===== config.mk =====
export PLATFORM = sky130hd
export DESIGN_NAME = pmsp_port
export DESIGN_NICKNAME = d
export VERILOG_FILES = /design/src/design/pmsp_pkg.sv /design/src/design/pmsp_port.sv
export SDC_FILE = /design/constraint.sdc
export NUM_CORES = 1
export LEC_CHECK = 0
export BUFFER_PORTS_ARGS = -buffer_cell sky130_fd_sc_hd__buf_2
export CORE_MARGIN = 3
export CORE_UTILIZATION = 59
export DETAILED_ROUTE_END_ITERATION = 10
export GPL_TIMING_DRIVEN = 1
export HOLD_SLACK_MARGIN = 0.08
export PLACE_DENSITY = 0.8
export SLEW_MARGIN = 5
export SYNTH_ARGS = -nofsm -noshare
export SYNTH_HDL_FRONTEND = slang
export SYNTH_SLANG_ARGS = --single-unit

===== constraint.sdc =====
create_clock -name clk_sys -period 3.97 [get_ports clk_sys]
set_input_delay 0.397 -clock clk_sys [delete_from_list [all_inputs] [get_ports clk_sys]]
set_output_delay 0.397 -clock clk_sys [all_outputs]
set_load 0.05 [all_outputs]

===== src/design/pmsp_pkg.sv =====
/*
  Package for the parallel master/slave port: register offsets, register
  layouts, reset values, state encodings and timing constants.
  Assumes a 25 MHz system clock that also serves as the bus clock.
*/
`default_nettype none
package pmsp_pkg;

  // register offsets (byte addresses, one aligned word each)
  localparam logic [7:0] OFS_CONTROL = 8'h00;  // port_control
  localparam logic [7:0] OFS_MODE    = 8'h04;  // port_mode
  localparam logic [7:0] OFS_ADDR    = 8'h08;  // address counter
  localparam logic [7:0] OFS_DATA    = 8'h0C;  // master data, starts a transfer
  localparam logic [7:0] OFS_SLV_OUT = 8'h10;  // slave output buffers, 4 bytes
  localparam logic [7:0] OFS_SLV_IN  = 8'h14;  // slave input buffers, 4 bytes
  localparam logic [7:0] OFS_SLV_ST  = 8'h18;  // slave buffer flags

  // encodings
  localparam logic [1:0] MODE_LEGACY = 2'h0;
  localparam logic [1:0] MODE_ENH    = 2'h1;
  localparam logic [1:0] MODE_M2     = 2'h2;
  localparam logic [1:0] MODE_M1     = 2'h3;
  localparam logic [1:0] MUX_NONE    = 2'h0;
  localparam logic [1:0] MUX_LOW_UP  = 2'h1;
  localparam logic [1:0] MUX_FULL    = 2'h2;
  localparam logic [1:0] MUX_LOW     = 2'h3;
  localparam logic [1:0] CS_FUNC_SEL = 2'h2;
  localparam logic [1:0] IRQ_CYCLE   = 2'h1;
  localparam logic [1:0] IRQ_BUF3    = 2'h2;
  localparam logic [1:0] STEP_INC    = 2'h1;
  localparam logic [1:0] STEP_DEC    = 2'h2;
  localparam logic [1:0] STEP_BUF    = 2'h3;
  localparam logic [1:0] BUF_LAST    = 2'h3;
  localparam logic [3:0] WAIT_MIN    = 4'h0;

  // timing: one bus clock period is one system clock cycle
  localparam int BUS_CLOCK_PERIOD_NS = 40;
  localparam int CLK_SYS_PERIOD_NS   = 40;
  localparam int CYC_PER_BUS_CLOCK   = BUS_CLOCK_PERIOD_NS / CLK_SYS_PERIOD_NS;

  // control register layout, low 16 bits
  typedef struct packed {
    logic       enable;               // 15
    logic       rsv14;
    logic       stop_in_idle;         // 13
    logic [1:0] addr_data_mux_sel;    // 12:11
    logic       input_buffer_sel;     // 10
    logic       wr_strobe_pin_en;     // 9
    logic       rd_strobe_pin_en;     // 8
    logic [1:0] chip_select_function; // 7:6
    logic       addr_latch_polarity;  // 5
    logic       rsv4;
    logic       chip_select_polarity; // 3
    logic       rsv2;
    logic       write_strobe_polarity;// 1
    logic       read_strobe_polarity; // 0
  } pmsp_control_s;

  // mode register layout, low 16 bits
  typedef struct packed {
    logic       busy;                 // 15, read only
    logic [1:0] irq_mode;             // 14:13
    logic [1:0] addr_step_mode;       // 12:11
    logic       rsv10;
    logic [1:0] port_mode_sel;        // 9:8
    logic [1:0] setup_wait;           // 7:6
    logic [3:0] strobe_wait;          // 5:2
    logic [1:0] hold_wait;            // 1:0
  } pmsp_mode_s;

  localparam logic [15:0] CONTROL_WMASK = 16'hBFEB;
  localparam logic [15:0] MODE_WMASK    = 16'h7BFF;
  localparam logic [15:0] RESET_16      = 16'h0000;

  typedef enum logic [2:0] {
    M_IDLE, M_ADDR_LO, M_ADDR_HI, M_SETUP, M_STROBE, M_HOLD
  } pmsp_mst_e;

endpackage : pmsp_pkg

`default_nettype wire


===== src/design/pmsp_port.sv =====
/*
  Parallel master/slave port: register file, master transfer engine and
  legacy/enhanced slave with four byte buffers in each direction.
  Assumes all pin inputs are synchronous to clk_sys and that the system
  clock is also the peripheral bus clock.
*/
// The address map and the plain strobed port were decided locally.
`timescale 1ns/1ps
`default_nettype none

module pmsp_port
  import pmsp_pkg::*;
(
  // clock and reset
  input  wire logic        clk_sys,
  input  wire logic        arst_n,
  // register port
  input  wire logic [7:0]  reg_addr,
  input  wire logic [31:0] reg_wdata,
  input  wire logic        reg_wr,
  input  wire logic        reg_rd,
  output var  logic [31:0] reg_rdata,
  // system state
  input  wire logic        sys_idle,
  output var  logic        port_irq,
  // data pins
  input  wire logic [7:0]  port_data_pins_in,
  output var  logic [7:0]  port_data_pins_out,
  output var  logic        port_data_pins_oe,
  // address pins, bits 1:0 double as latch strobes or slave address
  input  wire logic [1:0]  port_addr_pins_in,
  output var  logic [10:0] port_addr_pins_out,
  output var  logic        port_addr_pins_oe,
  // chip select or address bit 14
  input  wire logic        chip_select_pin_in,
  output var  logic        chip_select_pin_out,
  output var  logic        chip_select_pin_oe,
  // read strobe or read/write strobe
  input  wire logic        read_strobe_pin_in,
  output var  logic        read_strobe_pin_out,
  output var  logic        read_strobe_pin_oe,
  // write strobe or enable strobe
  input  wire logic        write_strobe_pin_in,
  output var  logic        write_strobe_pin_out,
  output var  logic        write_strobe_pin_oe
);

  // all state of the block in one record
  typedef struct packed {
    pmsp_control_s ctl;        // port_control
    pmsp_mode_s    mde;        // port_mode, busy mirrors the engine
    logic [10:0]   addr_lo;    // address bits 10:0
    logic          addr_hi14;  // address bit 14 or chip-select bit
    logic [7:0]    tx_data;    // byte for master writes
    logic [7:0]    rx_data;    // byte caught by master reads
    pmsp_mst_e     mst;        // master engine phase
    logic [3:0]    cnt;        // phase cycles left minus one
    logic          is_read;    // current master transfer direction
    logic [31:0]   out_buf;    // slave output buffers, byte n = buffer n
    logic [31:0]   in_buf;     // slave input buffers
    logic [3:0]    in_full;    // host wrote buffer n
    logic [3:0]    out_empty;  // host read buffer n
    logic [1:0]    buf_ptr;    // legacy slave buffer pointer
    logic          prev_rd;    // host read strobe active last cycle
    logic          prev_wr;    // host write strobe active last cycle
    logic [1:0]    prev_idx;   // buffer selected last cycle
    logic [31:0]   rdata;      // register read data
    logic          irq;        // interrupt pulse
    logic [7:0]    d_out;      // pin drivers
    logic          d_oe;
    logic [10:0]   a_out;
    logic          a_oe;
    logic          cs_out;
    logic          cs_oe;
    logic          rd_out;
    logic          rd_oe;
    logic          wr_out;
    logic          wr_oe;
  } pmsp_state_s;

  pmsp_state_s state_reg;  // registered state
  pmsp_state_s state_next; // next state

  // derived controls
  logic       run;         // port enabled and not stopped by idle
  logic       is_master;   // master mode 1 or 2
  logic       cs_as_sel;   // chip-select pin works as a select
  logic       fast;        // strobe wait at its minimum
  logic [3:0] setup_len;   // setup and address phase cycles, minus one
  logic [2:0] hold_len;    // hold cycles, zero allowed on reads
  logic       h_cs;        // host select active
  logic       h_rd;        // host read strobe active
  logic       h_wr;        // host write strobe active
  logic [1:0] s_idx;       // slave buffer selected now
  logic [11:0] step_val;   // address with bit 14 as its top bit
  logic       lat_lo;      // low latch strobe wanted
  logic       lat_hi;      // high latch strobe wanted
  logic       strobe_on;   // master strobe phase
  logic       sw_rd_in;    // software reads the slave input buffers
  logic       sw_wr_out;   // software writes the slave output buffers

  // combinational controls shared by the main process
  always_comb begin
    run       = state_reg.ctl.enable & ~(state_reg.ctl.stop_in_idle & sys_idle);
    is_master = state_reg.mde.port_mode_sel[1];
    cs_as_sel = state_reg.ctl.chip_select_function == CS_FUNC_SEL;
    fast      = state_reg.mde.strobe_wait == WAIT_MIN;
    // zero strobe wait forces one setup cycle; hold one on writes, none on reads
    if (fast) begin
      setup_len = 4'h0;
      hold_len  = state_reg.is_read ? 3'h0 : 3'h1;
    end else begin
      setup_len = {2'h0, state_reg.mde.setup_wait};
      hold_len  = state_reg.is_read ? {1'b0, state_reg.mde.hold_wait}
                                    : {1'b0, state_reg.mde.hold_wait} + 3'h1;
    end
    // host strobes compared against the programmed active levels
    h_cs  = chip_select_pin_in == state_reg.ctl.chip_select_polarity;
    h_rd  = h_cs & (read_strobe_pin_in == state_reg.ctl.read_strobe_polarity);
    h_wr  = h_cs & (write_strobe_pin_in == state_reg.ctl.write_strobe_polarity);
    // enhanced slave decodes two address bits, legacy uses the pointer in buffer step mode, else buffer 0
    if (state_reg.mde.port_mode_sel == MODE_ENH) begin
      s_idx = port_addr_pins_in;
    end else if (state_reg.mde.addr_step_mode == STEP_BUF) begin
      s_idx = state_reg.buf_ptr;
    end else begin
      s_idx = 2'h0;
    end
    sw_rd_in  = reg_rd & (reg_addr == OFS_SLV_IN);
    sw_wr_out = reg_wr & (reg_addr == OFS_SLV_OUT);
  end

  // main next-state process: registers, master engine, slave, pins
  always_comb begin
    state_next     = state_reg;
    state_next.irq = 1'b0;
    lat_lo         = 1'b0;
    lat_hi         = 1'b0;
    strobe_on      = 1'b0;
    step_val       = {state_reg.addr_hi14, state_reg.addr_lo}; // address before any step

    // register writes; a write to data while busy updates the byte but starts no transfer
    if (reg_wr) begin
      unique case (reg_addr)
        OFS_CONTROL: state_next.ctl = pmsp_control_s'(reg_wdata[15:0] & CONTROL_WMASK);
        OFS_MODE: begin
          state_next.mde      = pmsp_mode_s'(reg_wdata[15:0] & MODE_WMASK);
          state_next.mde.busy = state_reg.mde.busy;
        end
        OFS_ADDR: begin
          state_next.addr_lo   = reg_wdata[10:0];
          state_next.addr_hi14 = reg_wdata[14];
        end
        OFS_DATA:    state_next.tx_data = reg_wdata[7:0];
        OFS_SLV_OUT: state_next.out_buf = reg_wdata;
        default: ;
      endcase
    end

    // register reads, data one cycle after the strobe
    if (reg_rd) begin
      unique case (reg_addr)
        OFS_CONTROL: state_next.rdata = {16'h0000, state_reg.ctl};
        OFS_MODE:    state_next.rdata = {16'h0000, state_reg.mde};
        OFS_ADDR:    state_next.rdata = {17'h00000, state_reg.addr_hi14, 3'h0,
                                         state_reg.addr_lo};
        OFS_DATA:    state_next.rdata = {24'h000000, state_reg.rx_data};
        OFS_SLV_OUT: state_next.rdata = state_reg.out_buf;
        OFS_SLV_IN:  state_next.rdata = state_reg.in_buf;
        OFS_SLV_ST:  state_next.rdata = {16'h0000, 4'h0, state_reg.in_full,
                                         4'h0, state_reg.out_empty};
        default:     state_next.rdata = 32'h00000000;
      endcase
    end

    // software side of the slave flags; hardware sets below win
    if (sw_rd_in) begin
      state_next.in_full = 4'h0;
    end
    if (sw_wr_out) begin
      state_next.out_empty = 4'h0;
    end

    // master engine, frozen while not running
    if (run && is_master) begin
      unique case (state_reg.mst)
        M_IDLE: begin
          // a data write starts a write, a data read starts a read
          if ((reg_wr || reg_rd) && reg_addr == OFS_DATA) begin
            state_next.is_read  = reg_rd;
            state_next.mde.busy = 1'b1;
            state_next.cnt      = setup_len;
            state_next.mst = (state_reg.ctl.addr_data_mux_sel == MUX_NONE) ? M_SETUP
                                                                            : M_ADDR_LO;
          end
        end
        M_ADDR_LO: begin
          if (state_reg.cnt != 4'h0) begin
            state_next.cnt = state_reg.cnt - 4'h1;
          end else begin
            state_next.cnt = setup_len;
            state_next.mst = (state_reg.ctl.addr_data_mux_sel == MUX_FULL) ? M_ADDR_HI
                                                                            : M_SETUP;
          end
        end
        M_ADDR_HI: begin
          if (state_reg.cnt != 4'h0) begin
            state_next.cnt = state_reg.cnt - 4'h1;
          end else begin
            state_next.cnt = setup_len;
            state_next.mst = M_SETUP;
          end
        end
        M_SETUP: begin
          if (state_reg.cnt != 4'h0) begin
            state_next.cnt = state_reg.cnt - 4'h1;
          end else begin
            state_next.cnt = state_reg.mde.strobe_wait;
            state_next.mst = M_STROBE;
          end
        end
        M_STROBE: begin
          if (state_reg.cnt != 4'h0) begin
            state_next.cnt = state_reg.cnt - 4'h1;
          end else begin
            // read data are caught on the last strobe cycle
            if (state_reg.is_read) begin
              state_next.rx_data = port_data_pins_in;
            end
            state_next.cnt = {1'b0, hold_len} - 4'h1;
            state_next.mst = (hold_len == 3'h0) ? M_IDLE : M_HOLD;
          end
        end
        M_HOLD: begin
          if (state_reg.cnt != 4'h0) begin
            state_next.cnt = state_reg.cnt - 4'h1;
          end else begin
            state_next.mst = M_IDLE;
          end
        end
        default: state_next.mst = M_IDLE;
      endcase

      // end of a master cycle: clear busy, step address, interrupt
      if ((state_reg.mst == M_STROBE && state_reg.cnt == 4'h0 && hold_len == 3'h0) ||
          (state_reg.mst == M_HOLD && state_reg.cnt == 4'h0)) begin
        state_next.mde.busy = 1'b0;
        state_next.irq      = state_reg.mde.irq_mode == IRQ_CYCLE;
        unique case (state_reg.mde.addr_step_mode)
          STEP_INC: step_val = step_val + 12'h004;
          STEP_DEC: step_val = step_val - 12'h004;
          default: ;
        endcase
        // step counts from bit 2 up; bits 1:0 stay as written
        state_next.addr_lo = {step_val[10:2], state_reg.addr_lo[1:0]};
        if (!cs_as_sel) begin
          state_next.addr_hi14 = step_val[11];
        end
      end
    end else if (!is_master) begin
      state_next.mst      = M_IDLE;
      state_next.mde.busy = 1'b0;
    end

    // slave: the trailing edge of a host strobe completes an access
    if (run && !is_master) begin
      state_next.prev_rd  = h_rd;
      state_next.prev_wr  = h_wr;
      state_next.prev_idx = s_idx;
      if (state_reg.prev_wr && !h_wr) begin
        state_next.in_buf[state_reg.prev_idx*8 +: 8] = port_data_pins_in;
        state_next.in_full[state_reg.prev_idx]       = 1'b1;
      end
      if (state_reg.prev_rd && !h_rd) begin
        state_next.out_empty[state_reg.prev_idx] = 1'b1;
      end
      if ((state_reg.prev_wr && !h_wr) || (state_reg.prev_rd && !h_rd)) begin
        if (state_reg.mde.port_mode_sel == MODE_LEGACY &&
            state_reg.mde.addr_step_mode == STEP_BUF) begin
          state_next.buf_ptr = state_reg.buf_ptr + 2'h1;
        end
        unique case (state_reg.mde.irq_mode)
          IRQ_CYCLE: state_next.irq = 1'b1;
          IRQ_BUF3:  state_next.irq = state_reg.prev_idx == BUF_LAST;
          default: ;
        endcase
      end
    end else begin
      state_next.prev_rd = 1'b0;
      state_next.prev_wr = 1'b0;
    end

    // pin drivers follow the next phase so they line up with it
    lat_lo    = state_next.mst == M_ADDR_LO;
    lat_hi    = state_next.mst == M_ADDR_HI;
    strobe_on = state_next.mst == M_STROBE;

    // data pins: address bytes, write data, or slave read data
    state_next.d_oe  = 1'b0;
    state_next.d_out = state_next.tx_data; // a byte written now is already there for setup
    if (!state_reg.ctl.enable) begin
      state_next.d_oe = 1'b0;
    end else if (is_master) begin
      if (lat_lo) begin
        state_next.d_out = state_next.addr_lo[7:0];
        state_next.d_oe  = 1'b1;
      end else if (lat_hi) begin
        state_next.d_out = {1'b0, state_next.addr_hi14, 3'h0, state_next.addr_lo[10:8]};
        state_next.d_oe  = 1'b1;
      end else begin
        state_next.d_oe = (state_next.mst != M_IDLE) & ~state_next.is_read;
      end
    end else begin
      state_next.d_out = state_reg.out_buf[s_idx*8 +: 8];
      state_next.d_oe  = h_rd;
    end

    // address pins; in mux modes bits 1:0 carry the latch strobes
    state_next.a_oe = state_reg.ctl.enable & is_master;
    unique case (state_reg.ctl.addr_data_mux_sel)
      MUX_NONE:   state_next.a_out = state_next.addr_lo;
      MUX_LOW_UP: state_next.a_out = {state_next.addr_lo[10:8], 8'h00};
      default:    state_next.a_out = 11'h000;
    endcase
    if (state_reg.ctl.addr_data_mux_sel != MUX_NONE) begin
      // latch polarity only touches pins acting as latch strobes
      state_next.a_out[0] = lat_lo ~^ state_reg.ctl.addr_latch_polarity;
      state_next.a_out[1] = lat_hi ~^ state_reg.ctl.addr_latch_polarity;
    end

    // chip-select pin: a select with polarity, or plain address bit 14
    state_next.cs_oe = state_reg.ctl.enable & is_master;
    if (cs_as_sel) begin
      state_next.cs_out = (state_next.addr_hi14 & (state_next.mst != M_IDLE))
                          ~^ state_reg.ctl.chip_select_polarity;
    end else begin
      state_next.cs_out = state_next.addr_hi14;
    end

    // strobes: mode 1 has read/write plus enable, mode 2 separate strobes
    state_next.rd_oe = state_reg.ctl.enable & is_master
                       & state_reg.ctl.rd_strobe_pin_en;
    state_next.wr_oe = state_reg.ctl.enable & is_master
                       & state_reg.ctl.wr_strobe_pin_en;
    if (state_reg.mde.port_mode_sel == MODE_M1) begin
      // read/write pin shows the direction for the whole transfer
      state_next.rd_out = ((state_next.mst != M_IDLE) & state_next.is_read)
                          ~^ state_reg.ctl.read_strobe_polarity;
      state_next.wr_out = strobe_on ~^ state_reg.ctl.write_strobe_polarity;
    end else begin
      state_next.rd_out = (strobe_on & state_next.is_read)
                          ~^ state_reg.ctl.read_strobe_polarity;
      state_next.wr_out = (strobe_on & ~state_next.is_read)
                          ~^ state_reg.ctl.write_strobe_polarity;
    end
  end

  // state register
  always_ff @(posedge clk_sys or negedge arst_n) begin
    if (!arst_n) begin
      state_reg <= '0;
    end else begin
      state_reg <= state_next;
    end
  end

  // outputs straight from the state register
  assign reg_rdata            = state_reg.rdata;
  assign port_irq             = state_reg.irq;
  assign port_data_pins_out   = state_reg.d_out;
  assign port_data_pins_oe    = state_reg.d_oe;
  assign port_addr_pins_out   = state_reg.a_out;
  assign port_addr_pins_oe    = state_reg.a_oe;
  assign chip_select_pin_out  = state_reg.cs_out;
  assign chip_select_pin_oe   = state_reg.cs_oe;
  assign read_strobe_pin_out  = state_reg.rd_out;
  assign read_strobe_pin_oe   = state_reg.rd_oe;
  assign write_strobe_pin_out = state_reg.wr_out;
  assign write_strobe_pin_oe  = state_reg.wr_oe;

endmodule : pmsp_port

`default_nettype wire


### Word level (Yosys, flattened, before mapping)

Index checks and enable logic that the tools add are counted.

| storage, ports and cells | value |
|---|---|
| word-level logic and storage cells | 212 |
| register bits | 201 |

| operators by class | value |
|---|---|
| reduce and logical (&&, ||, !) cells | 35 |
| equality and inequality tests | 30 |
| add/sub/neg operators | 7 |
| shift operators | 3 |
| mux-type cells | 65 |
| bitwise logic cells | 26 |
| $lt $le $gt $ge | 2 |

Operators by type and width:

| kind | count |
|---|---|
| case mux 32 bit (7 select lines) | 1 |
| 2-to-1 mux 12 bit | 3 |
| negator 5 -> 34 bit | 1 |
| variable shift 8 x 34 -> 32 bit (first input constant) | 1 |
| variable part select 8 x 34 -> 32 bit | 1 |
| bitwise mux 32 bit | 1 |
| 2-to-1 mux 4 bit | 8 |
| 2-to-1 mux 8 bit | 4 |
| variable part select 32 x 6 -> 8 bit | 1 |
| 2-to-1 mux 3 bit | 10 |
| equality test 8 x 5 -> 1 bit (second input constant) | 3 |
| case mux 12 bit (2 select lines) | 1 |
| case mux 11 bit (2 select lines) | 1 |
| 2-to-1 mux 1 bit | 20 |
| 2-to-1 mux 20 bit | 1 |
| case mux 4 bit (5 select lines) | 1 |
| 2-to-1 mux 9 bit | 2 |
| case mux 3 bit (6 select lines) | 1 |
| equality test 8 x 4 -> 1 bit (second input constant) | 2 |
| 2-to-1 mux 2 bit | 8 |
| bitwise AND 1 bit | 14 |
| equality test 2 bit (second input constant) | 7 |
| adder 12 x 3 -> 12 bit (second input constant) | 1 |
| subtractor 12 x 3 -> 12 bit (second input constant) | 1 |
| other kinds (34) | 74 |

### Depth between registers and ports, before layout

| logic depth | value |
|---|---|
| depth in word-level cells | 14 |
| gate-level depth with buffers | 15 |
| gate-level depth less buffers | 12 |

### Worst setup path after synthesis

OpenSTA, ideal clock, no wires.

| path | value |
|---|---|
| kind | reg2reg |
| start | reg state_reg[185] in the netlist's numbering |
| end | reg state_reg (netlist bit port_data_pins_out[0]) |
| data required time | 3,845 ps |
| period minus slack after synthesis | 3,236 ps |
| setup slack | 734 ps |
| setup time | 125 ps |
| path buffers | 3 |
| data arrival time | 3,111 ps |
| cell stages (with the launch flop) | 16 |
| cells stage by stage | dfrtp_1 > inv_1 > ha_1 > clkbuf_1 > clkbuf_1 > buf_1 > xor2_1 > ha_1 > nand2_1 > o32a_1 > a211o_1 > a31oi_1 > mux2i_1 > nand2_1 > o221ai_1 > a21oi_1 |

RTL lines:

| item | line | RTL |
|---|---|---|
| from (decl) | pmsp_port.sv:81 | `pmsp_state_s state_reg;` |
| from (signal assigned) | pmsp_port.sv:363 | `state_reg <= state_next;` |

==> reports/results.ini <==
[worst_setup_path]
worstReg2RegStart = state_reg[177]
setup.worst_path.start_class = register
regToRegSetupSlack_ps = 370
end_kind = register
crit_type = reg -> reg
r2r-end = chip_select_pin_out
cp.required_ps = 4370
reg2reg_depth = 12
cp.arrival_ps = 4000
critPathMaxFanout = 12

[clock_network]
cts.sinks = 201
clk_pin_slew_ps = 60
cts_inserted_buffers = 22
clk_latency_ps = 510
cts_root_buf = clkbuf_16
cts_tree = yes
htreeDepth = 1
postCtsSetupBuffers = 0
clock_path_buffers = 3

[pwr]
power_frac_comb_pct = 10.6
p_sw_uw = 1288
p_leak_uw = 0.005658
power.share.clock_pct = 43.1
vdd_drop_max_v = 0.0002741
internal_power_uw = 3585
swShare_pct = 26.43
p_seq_share_pct = 46.3
power_density_mw_per_mm2 = 403.3

[floorplanning]
die-area_mm2 = 0.02023
core_region_area_mm2 = 0.01809
fp.dieH_um = 142.2
floorplan.initialDensity_pct = 60.55
std_cell_rows = 49
io-pin-count = 118
die_w_um = 142.2

[sta]
fin_crit_ps = 3599
rsz0062_at_grt = false
setup_tns_ps = 0
finalCritPeriodShare_pct = 90.66
drv_slew = 0
setup_violations = 0
fin_skew_ps = 11.28
fin_ws_ps = 371.0
clock.fmax_mhz = 277.9
worst_pin_slew_ps = 1079
relSlewSlack_pct = 27.94
hold_violations = 0

[synth]
synth-adder-area-share_pct = 2.056
syn_nets = 1157
synth_area_leaders = dfrtp_1, mux2_2, nand2_1, o21ai_0, buf_4
avgSynthCellArea_um2 = 10.13
synth_common_cells = dfrtp_1, nand2_1, mux2_2
yosys_register_bits = 201
synth_top_family_by_area = compound AO/OA/AOI/OAI gates
synth_warnings = 0
synth_most_common_cell = dfrtp_1
ys_types = 89
synth.cell_area_mm2 = 0.01095
synth_edf_count = 0
synth_top_area_cell = dfrtp_1
ys_async_sr_fraction_pct = 100.0
synth_cells = 1081
synth_xor_area_share_pct = 1.200
synth_compound_area_share_pct = 16.55
synth-main-ff-cell = dfrtp_1
yosys.area.top_type_share_pct = 45.93
muxShareOfSynthArea_pct = 12.36
yosysSeqAreaShare_pct = 45.93
synth-simple-area-share_pct = 13.76

[layout]
final_area_mm2 = 0.01208
area_delta_synth_final_pct = 10.33
fin_nets = 1206
drive_gt1_share_pct = 26.71
antennaDiodeCount = 0
largest_reg_flops = 141

[worst_hold_path]
hold_end = state_reg[126]
hold_depth = 2
worstHoldStart = reg_wdata[20]
holdCritPathClass = in -> reg

[global_routing]
grt_pass1_vias = 8933
antenna_found_initial = 0
grt_pass1_wl_um = 51860
grt_max_degree = 111
track_usage_pct = 33.22
grt-ovfl-total = 0

[placed_design]
dpl-instance-area_mm2 = 0.01134
port_buffers = 117
dp_hpwl_um = 23390
place_ws_ps = 457.5
place.gp.congestion = 0.9769

[route]
drt_iter0_drc = 1125
routed_wirelength_um = 33000
drtAntennaViolNets = 0
vias = 9056
first_pass_iters = 8
drc = 0
routedWlPerCell_um = 24.07
drt-vias-per-instance = 6.605

[job]
max-cap-violations = 0

[run_status]
outcome = finished, final reports clean

-- worst max path at each step --
stage	endpoint	start	slack, ps
global route	chip_select_pin_out	state_reg[176]	170
finish	chip_select_pin_out	state_reg[177]	370
global placement	chip_select_pin_out	state_reg[177]	600
floorplan	port_data_pins_out[0]	state_reg[185]	730
CTS	chip_select_pin_out	state_reg[177]	440
detailed placement	chip_select_pin_out	state_reg[177]	460
-- what timing repair did --
item,4_1_cts,5_1_grt
hold buffers,1,0
resized for setup,0,0
endpoints found under the hold margin,76,0
-- cell usage in the layout (no fill, tap or decap), drive strengths merged, types with 31 or more instances in the layout --
cell type  synthesis  routed
mux2              94      94
o21ai             92      92
nand2            130     130
inv               57      58
buf               73     136
clkbuf            40      31
nor2              38      38
dfrtp            201     201
nand3             43      43
a21oi             40      40
-- per-layer routing --
| metal | GRT usage, % | share of wire, % |
|---|---|---|
| met5 | 1.914 | 0.15 |
| met4 | 16.36 | 5.6 |
| met3 | 9.577 | 12 |
| met2 | 48.82 | 43 |
| met1 | 45.23 | 39 |
-- power groups by stage --
| stage | clock network, uW | registers [uW] | logic, uW |
|---|---|---|---|
| after floorplan | 0 | 2250 | 331 |
| after global placement | 0 | 2280 | 497 |
| after detailed placement | 0 | 2290 | 505 |
| after CTS | 2110 | 2250 | 511 |
| after global routing | 2200 | 2260 | 561 |
| final | 2100 | 2260 | 517 |
-- through the flow --
stage | total power (uW) | util [%] | hold WS [ps] | std cells
global route | 5022 | 66.81 | 124.7 | 1371
global placement | 2779 | 62.68 | 455.9 | 1334
finish | 4873 | 66.81 | 119.5 | 1371
floorplan | 2577 | - | 101.4 | 1081
CTS | 4874 | 66.81 | 112.8 | 1371
detailed placement | 2792 | 62.68 | 461.0 | 1334
-- logic make-up after synthesis --
logic type	after synthesis
adders and majority gates	18
and+or+nand+nor	296
DFF	201
xor gates and xnor gates	15
AOI/OAI and AO/OA	263
buffers and inverters	172
muxes	116
-- cell type report --
class / count / area, um^2
Multi-Input combinational cell: 708 / 5041
Clock buffer: 30 / 651.9
Fill cell: 1418 / 6003
Timing Repair Buffer: 138 / 767.0
Tap cell: 229 / 286.5
Sequential cell: 201 / 5030
Inverter: 59 / 222.7
Clock inverter: 6 / 83.83
-- worst max-delay path: stages (launching register included) --
cell and delay, ps:
dfrtp_1 400, or4_4 630, nand2_1 120, xnor2_1 210
ha_1 280, nor2_1 80, a21oi_4 250, and2_1 450
and3_1 250, o21ai_1 90, a211oi_2 410, a211oi_1 140
a21o_1 170
(Power assumes the default switching activity.)
